### src/logic/seic_pkg.sv
/*
 * Shared constants for the exception and low-power controller: register
 * offsets, field positions, reset values, source ordering and timing counts.
 * Assumes a 10 MHz core clock that also serves as the fast bus clock.
 */
package seic_pkg;

    // Number of maskable hardware sources, highest priority first.
    localparam int unsigned NUM_SRC = 13;
    // Width of a winning vector index.
    localparam int unsigned IDX_W = 5;

    // Register byte offsets on the APB.
    localparam logic [7:0] OFF_STAT_ONE   = 8'h00;
    localparam logic [7:0] OFF_STAT_TWO   = 8'h04;
    localparam logic [7:0] OFF_STAT_THREE = 8'h08;
    localparam logic [7:0] OFF_ENABLE     = 8'h0c;
    localparam logic [7:0] OFF_CONTROL    = 8'h10;
    localparam logic [7:0] OFF_STATUS     = 8'h14;

    // Control register bit positions.
    localparam int unsigned CTL_BREAK_CLEAR_ENABLE = 0;
    localparam int unsigned CTL_SHORT_STOP_RECOVERY = 1;
    localparam int unsigned CTL_OSC_ON_IN_STOP = 2;
    localparam int unsigned CTL_WATCHDOG_DISABLE = 3;

    // Status register bit positions.
    localparam int unsigned STS_BREAK_DURING_WAIT = 0;
    localparam int unsigned STS_WAIT = 1;
    localparam int unsigned STS_STOP = 2;
    localparam int unsigned STS_GLOBAL_MASK = 3;

    // Reset values.
    localparam logic [12:0] ENABLE_RST  = 13'h0000;
    localparam logic [3:0]  CONTROL_RST = 4'h0;

    // Vector indices: index n selects vector address 16'hfffe - 2*n.
    localparam logic [IDX_W-1:0] VEC_RESET    = 5'h00;
    localparam logic [IDX_W-1:0] VEC_SOFT_INT = 5'h01;

    // Mapping of each source to its flag number and vector index.
    localparam logic [IDX_W-1:0] SRC_FLAG [NUM_SRC] = '{
        5'h01, 5'h03, 5'h04, 5'h05, 5'h06, 5'h07, 5'h09,
        5'h0a, 5'h0b, 5'h0c, 5'h0d, 5'h0e, 5'h0f};
    localparam logic [IDX_W-1:0] SRC_VEC [NUM_SRC] = '{
        5'h02, 5'h04, 5'h05, 5'h06, 5'h07, 5'h08, 5'h0a,
        5'h0b, 5'h0c, 5'h0d, 5'h0e, 5'h0f, 5'h10};

    // Stop recovery times in fast-clock cycles.
    localparam int unsigned STOP_REC_LONG_CYC  = 4096;
    localparam int unsigned STOP_REC_SHORT_CYC = 32;
    localparam int unsigned REC_W = 13;

endpackage : seic_pkg

### src/logic/seic_arbiter.sv
/*
 * Fixed-priority arbiter: picks the lowest-numbered requesting source.
 * Assumes inputs are already synchronous to the core clock.
 */
module seic_arbiter (
    input  wire logic [seic_pkg::NUM_SRC-1:0] req_in,    // Qualified requests.
    output logic                              any_out,   // Any request present.
    output logic [seic_pkg::IDX_W-1:0]        vec_out    // Winning vector index.
);
    import seic_pkg::*;

    // Scan from the lowest priority upward so the highest one wins last.
    always_comb begin
        any_out = 1'b0;
        vec_out = VEC_RESET;
        for (int i = NUM_SRC - 1; i >= 0; i--) begin
            if (req_in[i]) begin
                any_out = 1'b1;
                vec_out = SRC_VEC[i];
            end
        end
    end

endmodule // seic_arbiter

### src/logic/seic_ctl.sv
/*
 * Exception and low-power controller top. Latches and arbitrates interrupt
 * requests at instruction boundaries, supplies vector index and stacking
 * controls to the core, shows request flags over APB, protects module flags
 * in break and sequences wait and stop with clock gating.
 * Assumes the core gives a one-cycle instruction-complete strobe and decoded
 * instruction strobes, all synchronous to core_clk_in; requests from
 * peripherals and the break module are on the same clock.
 */
// The implementer's own choices: the APB interface to the registers and the placing of the registers.
module seic_ctl (
    input  wire logic                          core_clk_in,        // Core clock.
    input  wire logic                          nrst_in,            // Sync reset, low.
    input  wire logic                          psel_in,            // APB select.
    input  wire logic                          penable_in,         // APB enable.
    input  wire logic                          pwrite_in,          // APB write.
    input  wire logic [7:0]                    paddr_in,           // APB byte address.
    input  wire logic [31:0]                   pwdata_in,          // APB write data.
    output logic                               pready_out,         // APB ready.
    output logic                               pslverr_out,        // APB error.
    output logic [31:0]                        prdata_out,         // APB read data.
    input  wire logic [seic_pkg::NUM_SRC-1:0]  irq_req_in,         // Hardware requests.
    input  wire logic                          sys_reset_req_in,   // Any reset source.
    input  wire logic                          break_req_in,       // Break request.
    input  wire logic                          insn_done_in,       // Instruction complete.
    input  wire logic                          soft_int_exec_in,   // Software interrupt op.
    input  wire logic                          wait_exec_in,       // Wait instruction.
    input  wire logic                          stop_exec_in,       // Stop instruction.
    input  wire logic                          rti_exec_in,        // Return from interrupt.
    input  wire logic                          stack_done_in,      // Stacking finished.
    output logic                               take_exc_out,       // Begin exception entry.
    output logic [seic_pkg::IDX_W-1:0]         vec_idx_out,        // Vector index held.
    output logic                               stack_pc_minus_out, // Stack PC-1.
    output logic                               stack_high_idx_out, // Stack high index.
    output logic                               global_mask_out,    // Global mask bit.
    output logic                               core_clk_en_out,    // Core clock gate.
    output logic                               periph_clk_en_out,  // Periph clock gate.
    output logic                               fast_clk_en_out,    // Fast clock gate.
    output logic                               watchdog_run_out,   // Watchdog may count.
    output logic                               break_state_out,    // In break.
    output logic                               flag_clear_ok_out   // Module flag clears ok.
);
    import seic_pkg::*;

    // Controller states.
    typedef enum logic [2:0] {
        SEIC_RUN, SEIC_ENTRY, SEIC_WAIT, SEIC_STOP, SEIC_RECOVER
    } seic_state_type;

    seic_state_type     state_ff;       // Current state.
    seic_state_type     nxt_state;      // Next state.
    logic [NUM_SRC-1:0] enable_ff;      // Per-source enables.
    logic [3:0]         control_ff;     // Control bits.
    logic               mask_ff;        // Global interrupt mask.
    logic               break_ff;       // Break state active.
    logic               bsw_flag_ff;    // Break during wait or stop.
    logic [IDX_W-1:0]   vec_ff;         // Held vector index.
    logic               pc_minus_ff;    // Hardware entry stacks PC-1.
    logic               take_ff;        // Entry pulse.
    logic [31:0]        rdata_ff;       // Registered read data.
    logic [NUM_SRC-1:0] qual_req;       // Enabled, unmasked requests.
    logic               hw_any;         // Some qualified request.
    logic [IDX_W-1:0]   hw_vec;         // Winning hardware vector.
    logic               rec_done;       // Stop recovery elapsed.
    logic [7:0]         flag_one;       // First status image.
    logic [7:0]         flag_two;       // Second status image.
    logic [7:0]         flag_three;     // Third status image.
    logic               wr_en;          // APB write strobe.
    logic               rd_en;          // APB read strobe.
    logic               addr_ok;        // Address decodes.
    logic               wake;           // Wake event in low power.

    // Requests are qualified by their enables and the global mask. A return
    // reopens the mask, so a request still pending is taken at once.
    always_comb begin
        qual_req = irq_req_in & enable_ff &
                   {NUM_SRC{~mask_ff | (insn_done_in & rti_exec_in)}};
    end

    // Fixed priority pick among qualified requests.
    seic_arbiter u_arb (
        .req_in  (qual_req),
        .any_out (hw_any),
        .vec_out (hw_vec)
    );

    // Recovery timer for stop exit.
    seic_recovery u_rec (
        .core_clk_in (core_clk_in),
        .nrst_in     (nrst_in),
        .run_in      (state_ff == SEIC_RECOVER),
        .short_in    (control_ff[CTL_SHORT_STOP_RECOVERY]),
        .done_out    (rec_done)
    );

    // A wake event: a raw enabled request ignores the mask because wait and
    // stop already cleared it; break also wakes.
    always_comb begin
        wake = (|(irq_req_in & enable_ff)) | break_req_in;
    end

    // Next-state logic.
    always_comb begin
        nxt_state = state_ff;
        case (state_ff)
            SEIC_RUN: begin
                if (insn_done_in) begin
                    if (wait_exec_in) begin
                        nxt_state = SEIC_WAIT;
                    end else if (stop_exec_in) begin
                        nxt_state = SEIC_STOP;
                    end else if (soft_int_exec_in || break_req_in || hw_any) begin
                        nxt_state = SEIC_ENTRY;
                    end
                end
            end
            SEIC_ENTRY: begin
                if (stack_done_in) begin
                    nxt_state = SEIC_RUN;
                end
            end
            SEIC_WAIT: begin
                if (wake) begin
                    nxt_state = SEIC_ENTRY;
                end
            end
            SEIC_STOP: begin
                if (wake) begin
                    nxt_state = SEIC_RECOVER;
                end
            end
            SEIC_RECOVER: begin
                if (rec_done) begin
                    nxt_state = SEIC_ENTRY;
                end
            end
            default: begin
                nxt_state = SEIC_RUN;
            end
        endcase
        if (sys_reset_req_in) begin
            nxt_state = SEIC_RUN;
        end
    end

    // State register.
    always_ff @(posedge core_clk_in) begin
        if (!nrst_in) begin
            state_ff <= SEIC_RUN;
        end else begin
            state_ff <= nxt_state;
        end
    end

    // Vector selection is latched once and held through stacking, so a
    // later higher-priority request cannot steal an entry in progress.
    always_ff @(posedge core_clk_in) begin
        if (!nrst_in) begin
            vec_ff      <= VEC_RESET;
            pc_minus_ff <= 1'b0;
            take_ff     <= 1'b0;
        end else begin
            take_ff <= 1'b0;
            if (sys_reset_req_in) begin
                vec_ff      <= VEC_RESET;
                pc_minus_ff <= 1'b0;
                take_ff     <= 1'b1;
            end else if (nxt_state == SEIC_ENTRY && state_ff != SEIC_ENTRY) begin
                take_ff <= 1'b1;
                if (soft_int_exec_in && state_ff == SEIC_RUN) begin
                    vec_ff      <= VEC_SOFT_INT;
                    pc_minus_ff <= 1'b0;
                end else if (break_req_in) begin
                    vec_ff      <= VEC_SOFT_INT;
                    pc_minus_ff <= 1'b1;
                end else begin
                    vec_ff      <= hw_vec;
                    pc_minus_ff <= 1'b1;
                end
            end
        end
    end

    // Global mask: set on entry, cleared by wait, stop and return.
    always_ff @(posedge core_clk_in) begin
        if (!nrst_in) begin
            mask_ff <= 1'b1;
        end else if (sys_reset_req_in || take_ff) begin
            mask_ff <= 1'b1;
        end else if (insn_done_in && (wait_exec_in || stop_exec_in) &&
                     state_ff == SEIC_RUN) begin
            mask_ff <= 1'b0;
        end else if (insn_done_in && rti_exec_in) begin
            mask_ff <= 1'b0;
        end
    end

    // Break state follows the break request; the wait flag is set on a break
    // in wait or stop, and the set wins over a software clear.
    always_ff @(posedge core_clk_in) begin
        if (!nrst_in) begin
            break_ff    <= 1'b0;
            bsw_flag_ff <= 1'b0;
        end else begin
            break_ff <= break_req_in;
            if (break_req_in && (state_ff == SEIC_WAIT || state_ff == SEIC_STOP)) begin
                bsw_flag_ff <= 1'b1;
            end else if (wr_en && paddr_in == OFF_STATUS &&
                         pwdata_in[STS_BREAK_DURING_WAIT]) begin
                bsw_flag_ff <= 1'b0;
            end
        end
    end

    // APB decode; the slave answers with no wait states.
    always_comb begin
        addr_ok = (paddr_in == OFF_STAT_ONE) || (paddr_in == OFF_STAT_TWO) ||
                  (paddr_in == OFF_STAT_THREE) || (paddr_in == OFF_ENABLE) ||
                  (paddr_in == OFF_CONTROL) || (paddr_in == OFF_STATUS);
        wr_en   = psel_in & penable_in & pwrite_in & addr_ok;
        rd_en   = psel_in & ~penable_in & ~pwrite_in;
    end

    // Writable configuration registers.
    always_ff @(posedge core_clk_in) begin
        if (!nrst_in) begin
            enable_ff  <= ENABLE_RST;
            control_ff <= CONTROL_RST;
        end else if (wr_en) begin
            if (paddr_in == OFF_ENABLE) begin
                enable_ff <= pwdata_in[NUM_SRC-1:0];
            end
            if (paddr_in == OFF_CONTROL) begin
                control_ff <= pwdata_in[3:0];
            end
        end
    end

    // Live flag images; flag n sits one bit above n in the joined image, so
    // unused positions stay zero.
    always_comb begin
        logic [23:0] all_flags;
        all_flags = '0;
        for (int i = 0; i < NUM_SRC; i++) begin
            all_flags[SRC_FLAG[i]] = irq_req_in[i];
        end
        flag_one   = {all_flags[6:0], 1'b0} & 8'hf4;
        flag_two   = all_flags[14:7];
        flag_three = {7'h00, all_flags[15]};
    end

    // Read data is captured in the setup cycle and shown in the access cycle.
    always_ff @(posedge core_clk_in) begin
        if (!nrst_in) begin
            rdata_ff <= 32'h0000_0000;
        end else if (rd_en) begin
            case (paddr_in)
                OFF_STAT_ONE:   rdata_ff <= {24'h000000, flag_one};
                OFF_STAT_TWO:   rdata_ff <= {24'h000000, flag_two};
                OFF_STAT_THREE: rdata_ff <= {24'h000000, flag_three};
                OFF_ENABLE:     rdata_ff <= {19'h00000, enable_ff};
                OFF_CONTROL:    rdata_ff <= {28'h0000000, control_ff};
                OFF_STATUS:     rdata_ff <= {28'h0000000, mask_ff,
                                             state_ff == SEIC_STOP || state_ff == SEIC_RECOVER,
                                             state_ff == SEIC_WAIT, bsw_flag_ff};
                default:        rdata_ff <= 32'h0000_0000;
            endcase
        end
    end

    // Bus answers.
    assign pready_out  = 1'b1;
    assign pslverr_out = psel_in & penable_in & ~addr_ok;
    assign prdata_out  = rdata_ff;

    // Core-facing controls. The high index register is never stacked.
    assign take_exc_out       = take_ff;
    assign vec_idx_out        = vec_ff;
    assign stack_pc_minus_out = pc_minus_ff;
    assign stack_high_idx_out = 1'b0;
    assign global_mask_out    = mask_ff;

    // Clock gating by state.
    assign core_clk_en_out   = (state_ff == SEIC_RUN) || (state_ff == SEIC_ENTRY);
    assign periph_clk_en_out = (state_ff != SEIC_STOP);
    assign fast_clk_en_out   = (state_ff != SEIC_STOP) ||
                               control_ff[CTL_OSC_ON_IN_STOP];
    assign watchdog_run_out  = ~control_ff[CTL_WATCHDOG_DISABLE] &&
                               (state_ff != SEIC_STOP);

    // Module flags may clear outside break, or in break when enabled; with the
    // enable clear, any clear is refused while break lasts.
    assign break_state_out   = break_ff;
    assign flag_clear_ok_out = ~break_ff | control_ff[CTL_BREAK_CLEAR_ENABLE];

endmodule // seic_ctl

### src/logic/seic_recovery.sv
/*
 * Stop recovery counter. Held clear while stop is active and not yet
 * recovering; counts fast-clock cycles once recovery starts.
 * Assumes a single core clock and synchronous active-low reset.
 */
module seic_recovery (
    input  wire logic core_clk_in,  // Core clock.
    input  wire logic nrst_in,      // Synchronous reset, active low.
    input  wire logic run_in,       // High while recovery is timing.
    input  wire logic short_in,     // Short recovery selected.
    output logic      done_out      // One-cycle pulse when the time elapses.
);
    import seic_pkg::*;

    localparam logic [REC_W-1:0] LONG_LAST  = REC_W'(STOP_REC_LONG_CYC - 1);
    localparam logic [REC_W-1:0] SHORT_LAST = REC_W'(STOP_REC_SHORT_CYC - 1);

    logic [REC_W-1:0] cnt_ff;  // Elapsed recovery cycles.
    logic             done_ff; // Registered completion pulse.

    // The counter stays at zero outside recovery so each stop starts fresh.
    always_ff @(posedge core_clk_in) begin
        if (!nrst_in || !run_in) begin
            cnt_ff  <= '0;
            done_ff <= 1'b0;
        end else begin
            cnt_ff  <= cnt_ff + REC_W'(1);
            done_ff <= (cnt_ff == (short_in ? SHORT_LAST : LONG_LAST));
        end
    end

    assign done_out = done_ff;

endmodule // seic_recovery

### config.mk
export PLATFORM = sky130hd
export DESIGN_NAME = seic_ctl
export DESIGN_NICKNAME = d
export VERILOG_FILES = /design/src/logic/seic_pkg.sv /design/src/logic/seic_arbiter.sv /design/src/logic/seic_ctl.sv /design/src/logic/seic_recovery.sv
export SDC_FILE = /design/constraint.sdc
export NUM_CORES = 1
export LEC_CHECK = 0
export BUFFER_PORTS_ARGS = -buffer_cell sky130_fd_sc_hd__buf_2
export CAP_MARGIN = 25
export CORE_ASPECT_RATIO = 1.5
export CORE_MARGIN = 2
export CORE_UTILIZATION = 44
export DETAILED_ROUTE_END_ITERATION = 10
export HOLD_SLACK_MARGIN = 0.02
export PLACE_DENSITY = 0.85
export SYNTH_ARGS = -nofsm -noshare
export SYNTH_HDL_FRONTEND = slang
export SYNTH_SLANG_ARGS = --single-unit
### constraint.sdc
create_clock -name core_clk_in -period 2.15 [get_ports core_clk_in]
set_input_delay 0.215 -clock core_clk_in [delete_from_list [all_inputs] [get_ports core_clk_in]]
set_output_delay 0.215 -clock core_clk_in [all_outputs]
set_load 0.02 [all_outputs]
==> results of run 1 <==
==> placed cells by master, fill, tap and decap left out, types with 5 or more instances in the layout <==
cell,Yosys,layout
nand3_1,11,11
nand2_1,49,49
a21boi_0,7,7
o21ai_0,18,18
buf_2,2,74
nor2_1,28,28
and3_1,5,5
nor2b_1,27,27
dfxtp_1,57,56
clkbuf_8,0,10
and2_1,6,6
conb_1,2,21
mux2i_1,29,28
inv_1,7,7
buf_4,21,29
a21oi_1,7,7
a22oi_1,11,9
xor2_1,5,5
==> worst paths after layout <==
kind                      from               to  slack, ns  cells past startpoint
setup / recovery  enable_ff[4]   vec_idx_out[3]       0.05                      6
setup reg to reg  enable_ff[4]   vec_idx_out[3]       0.05                      6
hold / removal    pwdata_in[6]     enable_ff[6]       0.14                      3
hold reg to reg   take_exc_out  global_mask_out       0.45                      1
==> logic make-up after synthesis <==
| group | after synthesis |
|---|---|
| simple gates | 153 |
| compound gates | 60 |
| mux | 33 |
| fa+ha+maj | 1 |
| xor+xnor | 8 |
| other cells | 2 |
| buf+inv | 41 |
| flops | 57 |
==> worst min-delay path, cell delays in order <==
cell     delay [ns]
buf_2          0.08
mux2i_1        0.05
nor2b_1        0.09
==> routing by layer <==
layer / vias to the layer above / wire length, um / track usage (%)
li1: 1397 / - / -
met1: 1372 / 3063 / 23.82
met2: 129 / 4121 / 36.57
met3: 40 / 526 / 5.736
met4: 0 / 409 / 15.23
met5: - / 0 / 0
==> synthesized netlist by cell type (all sizes together), types with 2 or more instances <==
master   instances
o21ai           18
xor2             5
clkbuf           8
a32oi            2
o211ai           2
mux2             3
nor3             5
and2             6
nand2b           3
inv              7
and3             5
mux2i           29
buf             26
a21oi            7
a2111oi          2
or3              4
a22oi           11
nor4             4
nand3           11
nand3b           4
a21boi           7
a221o            3
nor2            28
nand4            2
conb             2
dfxtp           57
a31oi            2
nor2b           27
or2              2
xnor2            3
nand2           49
==> repair_timing <==
action | 4_1_cts | 5_1_grt
gates cloned | 0 | 0
buffers inserted | 5 | 1
gates resized for setup | 3 | 4
setup endpoints to repair | 7 | 7
pin swaps | 4 | 3
==> flip-flops by register name (all words and copies together) (netlist names) <==
| register | cells |
|---|---|
| stack_pc_minus_out | 1 |
| u_rec.cnt_ff | 13 |
| break_state_out | 1 |
| u_rec.done_out | 1 |
| prdata_out | 13 |
| enable_ff | 13 |
| global_mask_out | 1 |
| state_ff | 3 |
| vec_idx_out | 5 |
| take_exc_out | 1 |
| bsw_flag_ff | 1 |
| control_ff | 4 |
==> power by group <==
group	switching (mW)	internal (mW)
Clock	0.390	0.428
Sequential	0.00535	1.06
Combinational	0.148	0.0947
Total	0.544	1.59
==> layout make-up <==
type / instances / area, um^2 / share of cell area, %
Clock buffer: 12 / 145.1 / 3.890
Sequential cell: 57 / 1142 / 30.62
Timing Repair Buffer: 103 / 588.1 / 15.76
Multi-Input combinational cell: 276 / 1727 / 46.28
Inverter: 7 / 26.28 / 0.7042
Tap cell: 78 / 97.59 / 2.616
Clock inverter: 1 / 5.005 / 0.1341
==> results_dict.tcl, run 1 <==
set metrics [dict create \
    critical-path-slowest-cell "or3_1" \
    clkTransAtPathRegs_ns 0.06 \
    synth-edff-count 0 \
    postSynth.asyncResetShare_pct 0 \
    dpl.hpwl_um 6147 \
    required_time_reported_for_the_critical_path_endpoint_ns 2.42 \
    critical_path.startpoint_type "register" \
    ctsLongestPathBuffers 2 \
    post_synth_fa_ha_maj_area_fraction_pct 0.4146 \
    synth_top_family_by_area "simple AND/OR/NAND/NOR gates" \
    endpoint_kind "register" \
    layout.cell_area.non_filler_mm2 0.003731 \
    fmax_mhz 476.1 \
    place_ws_ns -0.08675 \
    worst_pin_slew_ns 0.5529 \
    synthesized_area_fraction_occupied_by_xor_and_xnor_cells_pct 2.322 \
    hold_viol_final 0 \
    n_fill_cell 592 \
    grt_pass1_vias 2870 \
    worstPathMaxFanout 7 \
    core_region_area_mm2 0.006759 \
    maxCapViolations 0 \
    final-instance-count-excl-fill 534 \
    power.ir.vdd_worst_mv 0.3617 \
    grt_first_pass_wirelength_um 12980 \
    outcome "complete, no violations" \
    synthCells 355 \
    synth_area_leaders "dfxtp_1 38%, mux2i_1 9.6%, nand2_1 6.1%, nor2b_1 5.6%, buf_4 5.2%" \
    report.final.slew_viol_count 0 \
    insertion_delay_ns 0.34 \
    placementRows 37 \
    antenna_violations_before_repair 0 \
    cellPowerDensity_mw_per_mm2 570.7 \
    critPathBufInv 0 \
    buffer_ports.inserted 74 \
    global_route_congestion_overflow_total 0 \
    totalNegativeSetupSlack_ns 0 \
    clk_root_buffer_cell "clkbuf_8" \
    drt.antenna.violating_nets 0 \
    cts_buffers 9 \
    timing.final.crit_period_ns 2.101 \
    postSynthAreaPerCell_um2 8.501 \
    detail_route.vias_per_cell 5.502 \
    route.detailed.drc 0 \
    slowest_delay_ns 0.33 \
    fp.dieW_um 71.62 \
    finalWeightedCongestion 0.9459 \
    skew_ns 0.005681 \
    worst_hold_path_type "input pin to register" \
    final_layout_size_suffix_gt1_share_pct 28.73 \
    synth.cell_area_mm2 0.003018 \
    synth_seq_area_share_pct 37.81 \
    floorplan.die.height_um 105.4 \
    design.portCount 115 \
    cts_tree "built" \
    dp.cells 515 \
    netlist.area_leader.share_pct 37.81 \
    clock_sink_count 57 \
    cts-hold-fix-buffers 0 \
    multiplexer_area_fraction_after_synthesis_pct 11.48 \
    rsz0062_at_grt "yes" \
    synthDistinctLibCells 49 \
    postPlaceCellArea_mm2 0.003506 \
    synth.largest_area_cell "dfxtp_1" \
    cp.arrival_ns 2.37 \
    die_area_mm2 0.007551 \
    initial_core_util_pct 44.65 \
    timing.critical_path.cells "a22o_1, a221o_1, or3_1, a211o_1, o211ai_4, mux2i_1" \
    setup_slack_ns 0.04941 \
    worst-setup-path-type "register to register" \
    dr.pass1.iters 4 \
    warnings_synthesis 0 \
    synthFlopType "dfxtp_1" \
    vias 2938 \
    nets 521 \
    area_overhead_vs_synth_pct 23.63 \
    initialDrtViolationCount 198 \
    final_util_pct 55.20 \
    cp_top_family "compound AO/OA/AOI/OAI gates" \
    relSlewSlack_pct 62.19 \
    hold-worst-slack_ns 0.1355 \
    route.detailed.wl_per_inst_um 15.21 \
    p_total_mw 2.129 \
    grt.total_usage_pct 22.01 \
    synth-simple-area-share_pct 25.41 \
    total_leakage_power_nw 1.685 \
    cts.htree.levels 3 \
    antenna_cells_inserted 0 \
    synth_compound_gate_area_share_pct 14.01 \
    postSynthRegisterBits 57 \
    largest_net_degree_at_the_start_of_global_routing 35 \
    final.period_utilization_pct 97.70 \
    route.final.wire_length_um 8121 \
    final-setup-viol-count 0 \
]
Note: power is estimated with default switching activity, not from simulation.
==> run 2, diff against run 1 <==
PLACE_DENSITY = 0.79   (was 0.85)
==> results_dict.tcl, run 2 (synthesis gave the netlist of run 1 again) <==
set metrics [dict create \
    power.ir.vdd_worst_mv 0.3982 \
    detail_route.vias_per_cell 5.357 \
    cts.htree.levels 3 \
    route.detailed.wl_per_inst_um 15.08 \
    dpl.hpwl_um 6243 \
    worst-setup-path-type "register to register" \
    slowest_delay_ns 0.43 \
    core_region_area_mm2 0.006759 \
    insertion_delay_ns 0.35 \
    final-setup-viol-count 0 \
    fp.dieW_um 71.62 \
    route.detailed.drc 0 \
    clk_root_buffer_cell "clkbuf_8" \
    clock_power_share_pct 46.1 \
    power.share.switching_pct 23.56 \
    clkTransAtPathRegs_ns 0.06 \
    endpoint_kind "register" \
    area_taken_by_multi_input_logic_gates_mm2 0.001732 \
    die_area_mm2 0.007551 \
    maxCapViolations 0 \
    cts_tree "built" \
    grt.total_usage_pct 22.32 \
    r2r_slack_ns 0.03 \
    n_fill_cell 590 \
    setup_slack_ns 0.03296 \
    placementRows 37 \
    power_frac_comb_pct 10.1 \
    antenna_cells_inserted 0 \
    dr.pass1.iters 6 \
    dp.cells 521 \
    initial_core_util_pct 44.65 \
    cts_buffers 9 \
    p_int_mw 1.859 \
    critical_path.startpoint_type "register" \
    hold_viol_final 0 \
    totalNegativeSetupSlack_ns 0 \
    worstPathMaxFanout 7 \
    place_ws_ns -0.08270 \
    fmax_mhz 472.4 \
    power.switching_mw 0.5729 \
    route.final.wire_length_um 8142 \
    report.final.slew_viol_count 0 \
    total_leakage_power_nw 1.744 \
    worst_hold_path_type "input pin to register" \
    vias 2893 \
    drt.antenna.violating_nets 0 \
    clock_sink_count 57 \
    nets 526 \
    grt_pass1_vias 2833 \
    initialDrtViolationCount 203 \
    timing.critical_path.cells "a22oi_2, nand4_1, or3_1, a211o_1, o211ai_4, mux2i_1" \
    final_layout_size_suffix_gt1_share_pct 30.30 \
    design.portCount 115 \
    layout.cells.most_common_list "74 x buf_2, 56 x dfxtp_1, 49 x nand2_1" \
    cp.arrival_ns 2.39 \
    seqPwrFrac_pct 43.9 \
    timing.final.crit_period_ns 2.117 \
    largest_net_degree_at_the_start_of_global_routing 36 \
    relSlewSlack_pct 57.05 \
    antenna_violations_before_repair 0 \
    floorplan.die.height_um 105.4 \
    final.period_utilization_pct 98.47 \
    layout.cells.most_common "buf_2" \
    final_util_pct 56.81 \
    global_route_congestion_overflow_total 0 \
    buffer_ports.inserted 74 \
    regArea_mm2 0.001142 \
    grt_first_pass_wirelength_um 13060 \
    rsz0062_at_grt "yes" \
    required_time_reported_for_the_critical_path_endpoint_ns 2.43 \
    final-instance-count-excl-fill 540 \
    ctsLongestPathBuffers 2 \
    outcome "complete, no violations" \
    area_overhead_vs_synth_pct 27.24 \
    cellPowerDensity_mw_per_mm2 633.4 \
    critical-path-slowest-cell "or3_1" \
    finalWeightedCongestion 0.8954 \
    skew_ns 0.009465 \
    worst_pin_slew_ns 0.6280 \
]
[run 2: cell count changes in the layout (fill, tap and decap cells not counted), sizes merged]
cell	delta
buf	+5
bufinv	+2
clkbuf	-1
[run 2: metrics by stage]
step	power [mW]	hold slack [ns]	area, um^2
final	2.432	0.1268	3840
after global routing	2.498	0.1476	3840
after CTS	2.435	0.1248	3830
after detailed placement	1.325	0.4422	3551
after global placement	1.322	0.4215	3551
after floorplan	1.252	0.3367	3089
[run 2: routing by layer]
metal	GRT usage [%]	vias to the layer above	share of wire (%)
met5	0	-	0
met1	23.92	1350	38
met2	38.56	107	52
li1	-	1406	-
met4	11.46	0	3.6
met3	6.883	30	6.5
[run 2: worst max-delay path, delay by kind of cell (launching register included)]
kind            cells  cell delay [ns]
compound gates      3             0.87
flops               1             0.32
mux                 1             0.23
simple gates        2             0.62
[run 2: area by class of cell]
class | count | share of cell area, %
clock buffer | 11 | 3.943
sequential | 57 | 29.75
multi-input combinational | 276 | 45.10
tap | 78 | 2.542
timing repair buffer | 108 | 16.29
inverter | 7 | 0.6843
clock inverter | 3 | 1.694
[run 2: path summary, 6_finish.rpt]
check | cells past startpoint | from | endpoint
max | 6 | enable_ff[10] | stack_pc_minus_out
min | 3 | pwdata_in[6] | enable_ff[6]
max reg2reg | 6 | enable_ff[10] | stack_pc_minus_out
min reg2reg | 1 | u_rec.cnt_ff[12] | u_rec.done_out
[run 2: power by group through the flow]
| stage | Clock [mW] | Sequential (mW) | Combinational [mW] |
|---|---|---|---|
| after floorplan | 0 | 1.09 | 0.159 |
| after global placement | 0 | 1.09 | 0.231 |
| after detailed placement | 0 | 1.09 | 0.234 |
| after CTS | 1.13 | 1.07 | 0.239 |
| after global routing | 1.17 | 1.07 | 0.263 |
| final | 1.12 | 1.07 | 0.245 |
[run 2: repair_timing]
item                                    in CTS  in global routing
hold endpoints to repair                     0                  0
pin swaps                                    5                  6
endpoints found under the setup margin       7                  7
buffers inserted                             5                  1
gates resized for setup                      5                  3
hold buffers                                 0                  0
==> run 3, diff against run 2 <==
CORE_UTILIZATION = 45   (was 44)
SYNTH_HIERARCHICAL = 1   (was not set)
==> results_dict.tcl, run 3 <==
set metrics [dict create \
    outcome "complete, but fails checks" \
    violations "negative setup slack" \
    synthFlopType "dfxtp_1" \
    postSynthAreaPerCell_um2 8.298 \
    power.switching_mw 0.6313 \
    initial_core_util_pct 46.80 \
    finalWeightedCongestion 0.9129 \
    rsz0062_at_grt "yes" \
    cts_buffers 9 \
    synth.cell_area_mm2 0.003228 \
    design.portCount 115 \
    worstHoldPathCells 3 \
    hold_path_startpoint "pwdata_in[4]" \
    detail_route.vias_per_cell 5.403 \
    insertion_delay_ns 0.35 \
    place_ws_ns -0.8498 \
    synthCells 389 \
    nets 567 \
    critPathBufInv 1 \
    global_route_congestion_overflow_total 0 \
    clk_root_buffer_cell "clkbuf_8" \
    grt_first_pass_wirelength_um 13630 \
    buffer_ports.inserted 74 \
    initialDrtViolationCount 170 \
    final_util_pct 59.79 \
    skew_ns 0.004838 \
    worst_hold_path_type "input pin to register" \
    cp_top_family "simple AND/OR/NAND/NOR gates" \
    report.final.slew_viol_count 0 \
    placementRows 37 \
    cts-hold-fix-buffers 0 \
    synth_area_leaders "dfxtp_1 35%, mux2i_1 9.0%, nand2_1 5.2%, nor2b_1 5.2%, buf_4 5.1%" \
    clock_power_share_pct 44.9 \
    antenna_violations_before_repair 0 \
    cp.arrival_ns 3.16 \
    worst_pin_slew_ns 0.5919 \
    final.period_utilization_pct 134.2 \
    dpl.hpwl_um 6396 \
    final-instance-count-excl-fill 583 \
    vias 3150 \
    total_leakage_power_nw 1.749 \
    n_fill_cell 580 \
    timing.final.crit_period_ns 2.885 \
    worst_setup_path_startpoint "global_mask_out" \
    route.detailed.drc 0 \
    cellPowerDensity_mw_per_mm2 581.2 \
    critical-path-slowest-cell "or4_4" \
    synthDistinctLibCells 59 \
    layout.cell_area.non_filler_mm2 0.004124 \
    floorplan.die.height_um 107.7 \
    dp.cells 565 \
    synth.largest_area_cell "dfxtp_1" \
    depth_of_the_worst_register_to_register_path 13 \
    netlist.area_leader.share_pct 35.35 \
    timing.critical_path.cells "a21boi_4, buf_12, nor2_4, or4_4, nor4_4, nand2b_1, nor4_1, nor2_1, a22o_1, a211oi_2, and3_4, or3_4, mux2i_1" \
    final_layout_size_suffix_gt1_share_pct 31.29 \
    dr.pass1.iters 4 \
    route.final.wire_length_um 8470 \
    postPlaceCellArea_mm2 0.003874 \
    warnings_synthesis 6 \
    hold-worst-slack_ns 0.1204 \
    fp.dieW_um 73.16 \
    clkTransAtPathRegs_ns 0.07 \
    p_total_mw 2.397 \
    seqPwrFrac_pct 44.6 \
    p_int_mw 1.766 \
    grt.total_usage_pct 22.62 \
    endpoint_kind "register" \
    largest_net_degree_at_the_start_of_global_routing 39 \
    hold_viol_final 0 \
    die_area_mm2 0.007881 \
    route.detailed.wl_per_inst_um 14.53 \
    synth-edff-count 0 \
    setup_slack_ns -0.7346 \
    maxCapViolations 0 \
    synth_common_cells "57 x dfxtp_1, 45 x nand2_1, 40 x nor2_1" \
    drt.antenna.violating_nets 0 \
    worstReg2RegStart "global_mask_out" \
    ctsLongestPathBuffers 2 \
    worstPathMaxFanout 11 \
    required_time_reported_for_the_critical_path_endpoint_ns 2.43 \
    layout.cells.most_common_list "74 x buf_2, 56 x dfxtp_1, 45 x nand2_1" \
    cts.htree.levels 3 \
    layout.cells.most_common "buf_2" \
    postSynth.asyncResetShare_pct 0 \
    grt_pass1_vias 2986 \
    power_frac_comb_pct 10.6 \
    power.share.switching_pct 26.34 \
    core_region_area_mm2 0.006898 \
    power.ir.vdd_worst_mv 0.3491 \
    critical_path.startpoint_type "register" \
    totalNegativeSetupSlack_ns -5.401 \
    clock_sink_count 57 \
    worst-path-stages 13 \
    worst-setup-path-type "register to register" \
    postSynthRegisterBits 57 \
    slowest_delay_ns 0.55 \
    final-setup-viol-count 8 \
    relSlewSlack_pct 60.54 \
    area_overhead_vs_synth_pct 27.75 \
    cts_tree "built" \
    fmax_mhz 346.7 \
    antenna_cells_inserted 0 \
    synth_seq_area_share_pct 35.35 \
    synth.most_common_cell "dfxtp_1" \
]
run 3: changes by cell type in the layout (fill, tap and decap cells not counted), sizes merged, moves of 5 or more:
cell,delta
a21oi,+7
buf,+10
a22oi,-5
nand3,+5
nor2,+12
or4,+5
o31ai,+8
o21ai,-6
run 3: kinds of logic (layout without fill, tap and decap cells):
logic type               Yosys count  in the layout  share of synthesized area (%)
multiplexers                      31             31                          9.690
buffers and inverters             45            142                          8.566
AND/OR/NAND/NOR                  180            180                          29.92
AO/OA/AOI/OAI                     70             70                          15.04
other                              2             21                         0.2326
flip-flops                        57             57                          35.35
XOR/XNOR                           3              3                         0.8141
adder cells (fa/ha/maj)            1              1                         0.3875
run 3: cell type report:
cell class | count | area (um^2) | share of cell area (%)
multi-input combinational | 306 | 1924 | 46.66
sequential | 57 | 1145 | 27.76
timing repair buffer | 118 | 713.2 | 17.29
clock buffer | 10 | 148.9 | 3.610
tap | 78 | 97.59 | 2.367
clock inverter | 6 | 65.06 | 1.578
inverter | 8 | 30.03 | 0.7282
run 3: layer usage:
layer | track usage (%) | vias up | wire length (um)
met2 | 38.03 | 122 | 4253
met3 | 5.431 | 16 | 507
met4 | 11.24 | 0 | 244
met5 | 0 | - | 0
met1 | 26.14 | 1456 | 3465
li1 | - | 1556 | -
run 3: repair_timing:
action / 4_1_cts / 5_1_grt
endpoints found under the setup margin: 8 / 8
buffers inserted: 1 / 1
resized for setup: 1 / 0
pin swaps: 1 / 0
endpoints found under the hold margin: 0 / 0
run 3: tightest hold or removal path, cell delays in order:
cell and delay (ns):
buf_2 0.08, mux2i_1 0.06, nor2b_1 0.09
run 3: final timing paths:
kind,slack [ns],endpoint
min reg2reg,0.45,stack_pc_minus_out
max,-0.73,vec_idx_out[1]
min,0.12,enable_ff[4]
max reg2reg,-0.73,vec_idx_out[1]
run 3: power groups by stage:
| stage | clock network [mW] | registers [mW] | logic [mW] |
|---|---|---|---|
| floorplan | 0 | 1.09 | 0.178 |
| global placement | 0 | 1.09 | 0.237 |
| detailed placement | 0 | 1.09 | 0.240 |
| CTS | 1.10 | 1.07 | 0.248 |
| global route | 1.15 | 1.07 | 0.274 |
| finish | 1.08 | 1.07 | 0.254 |
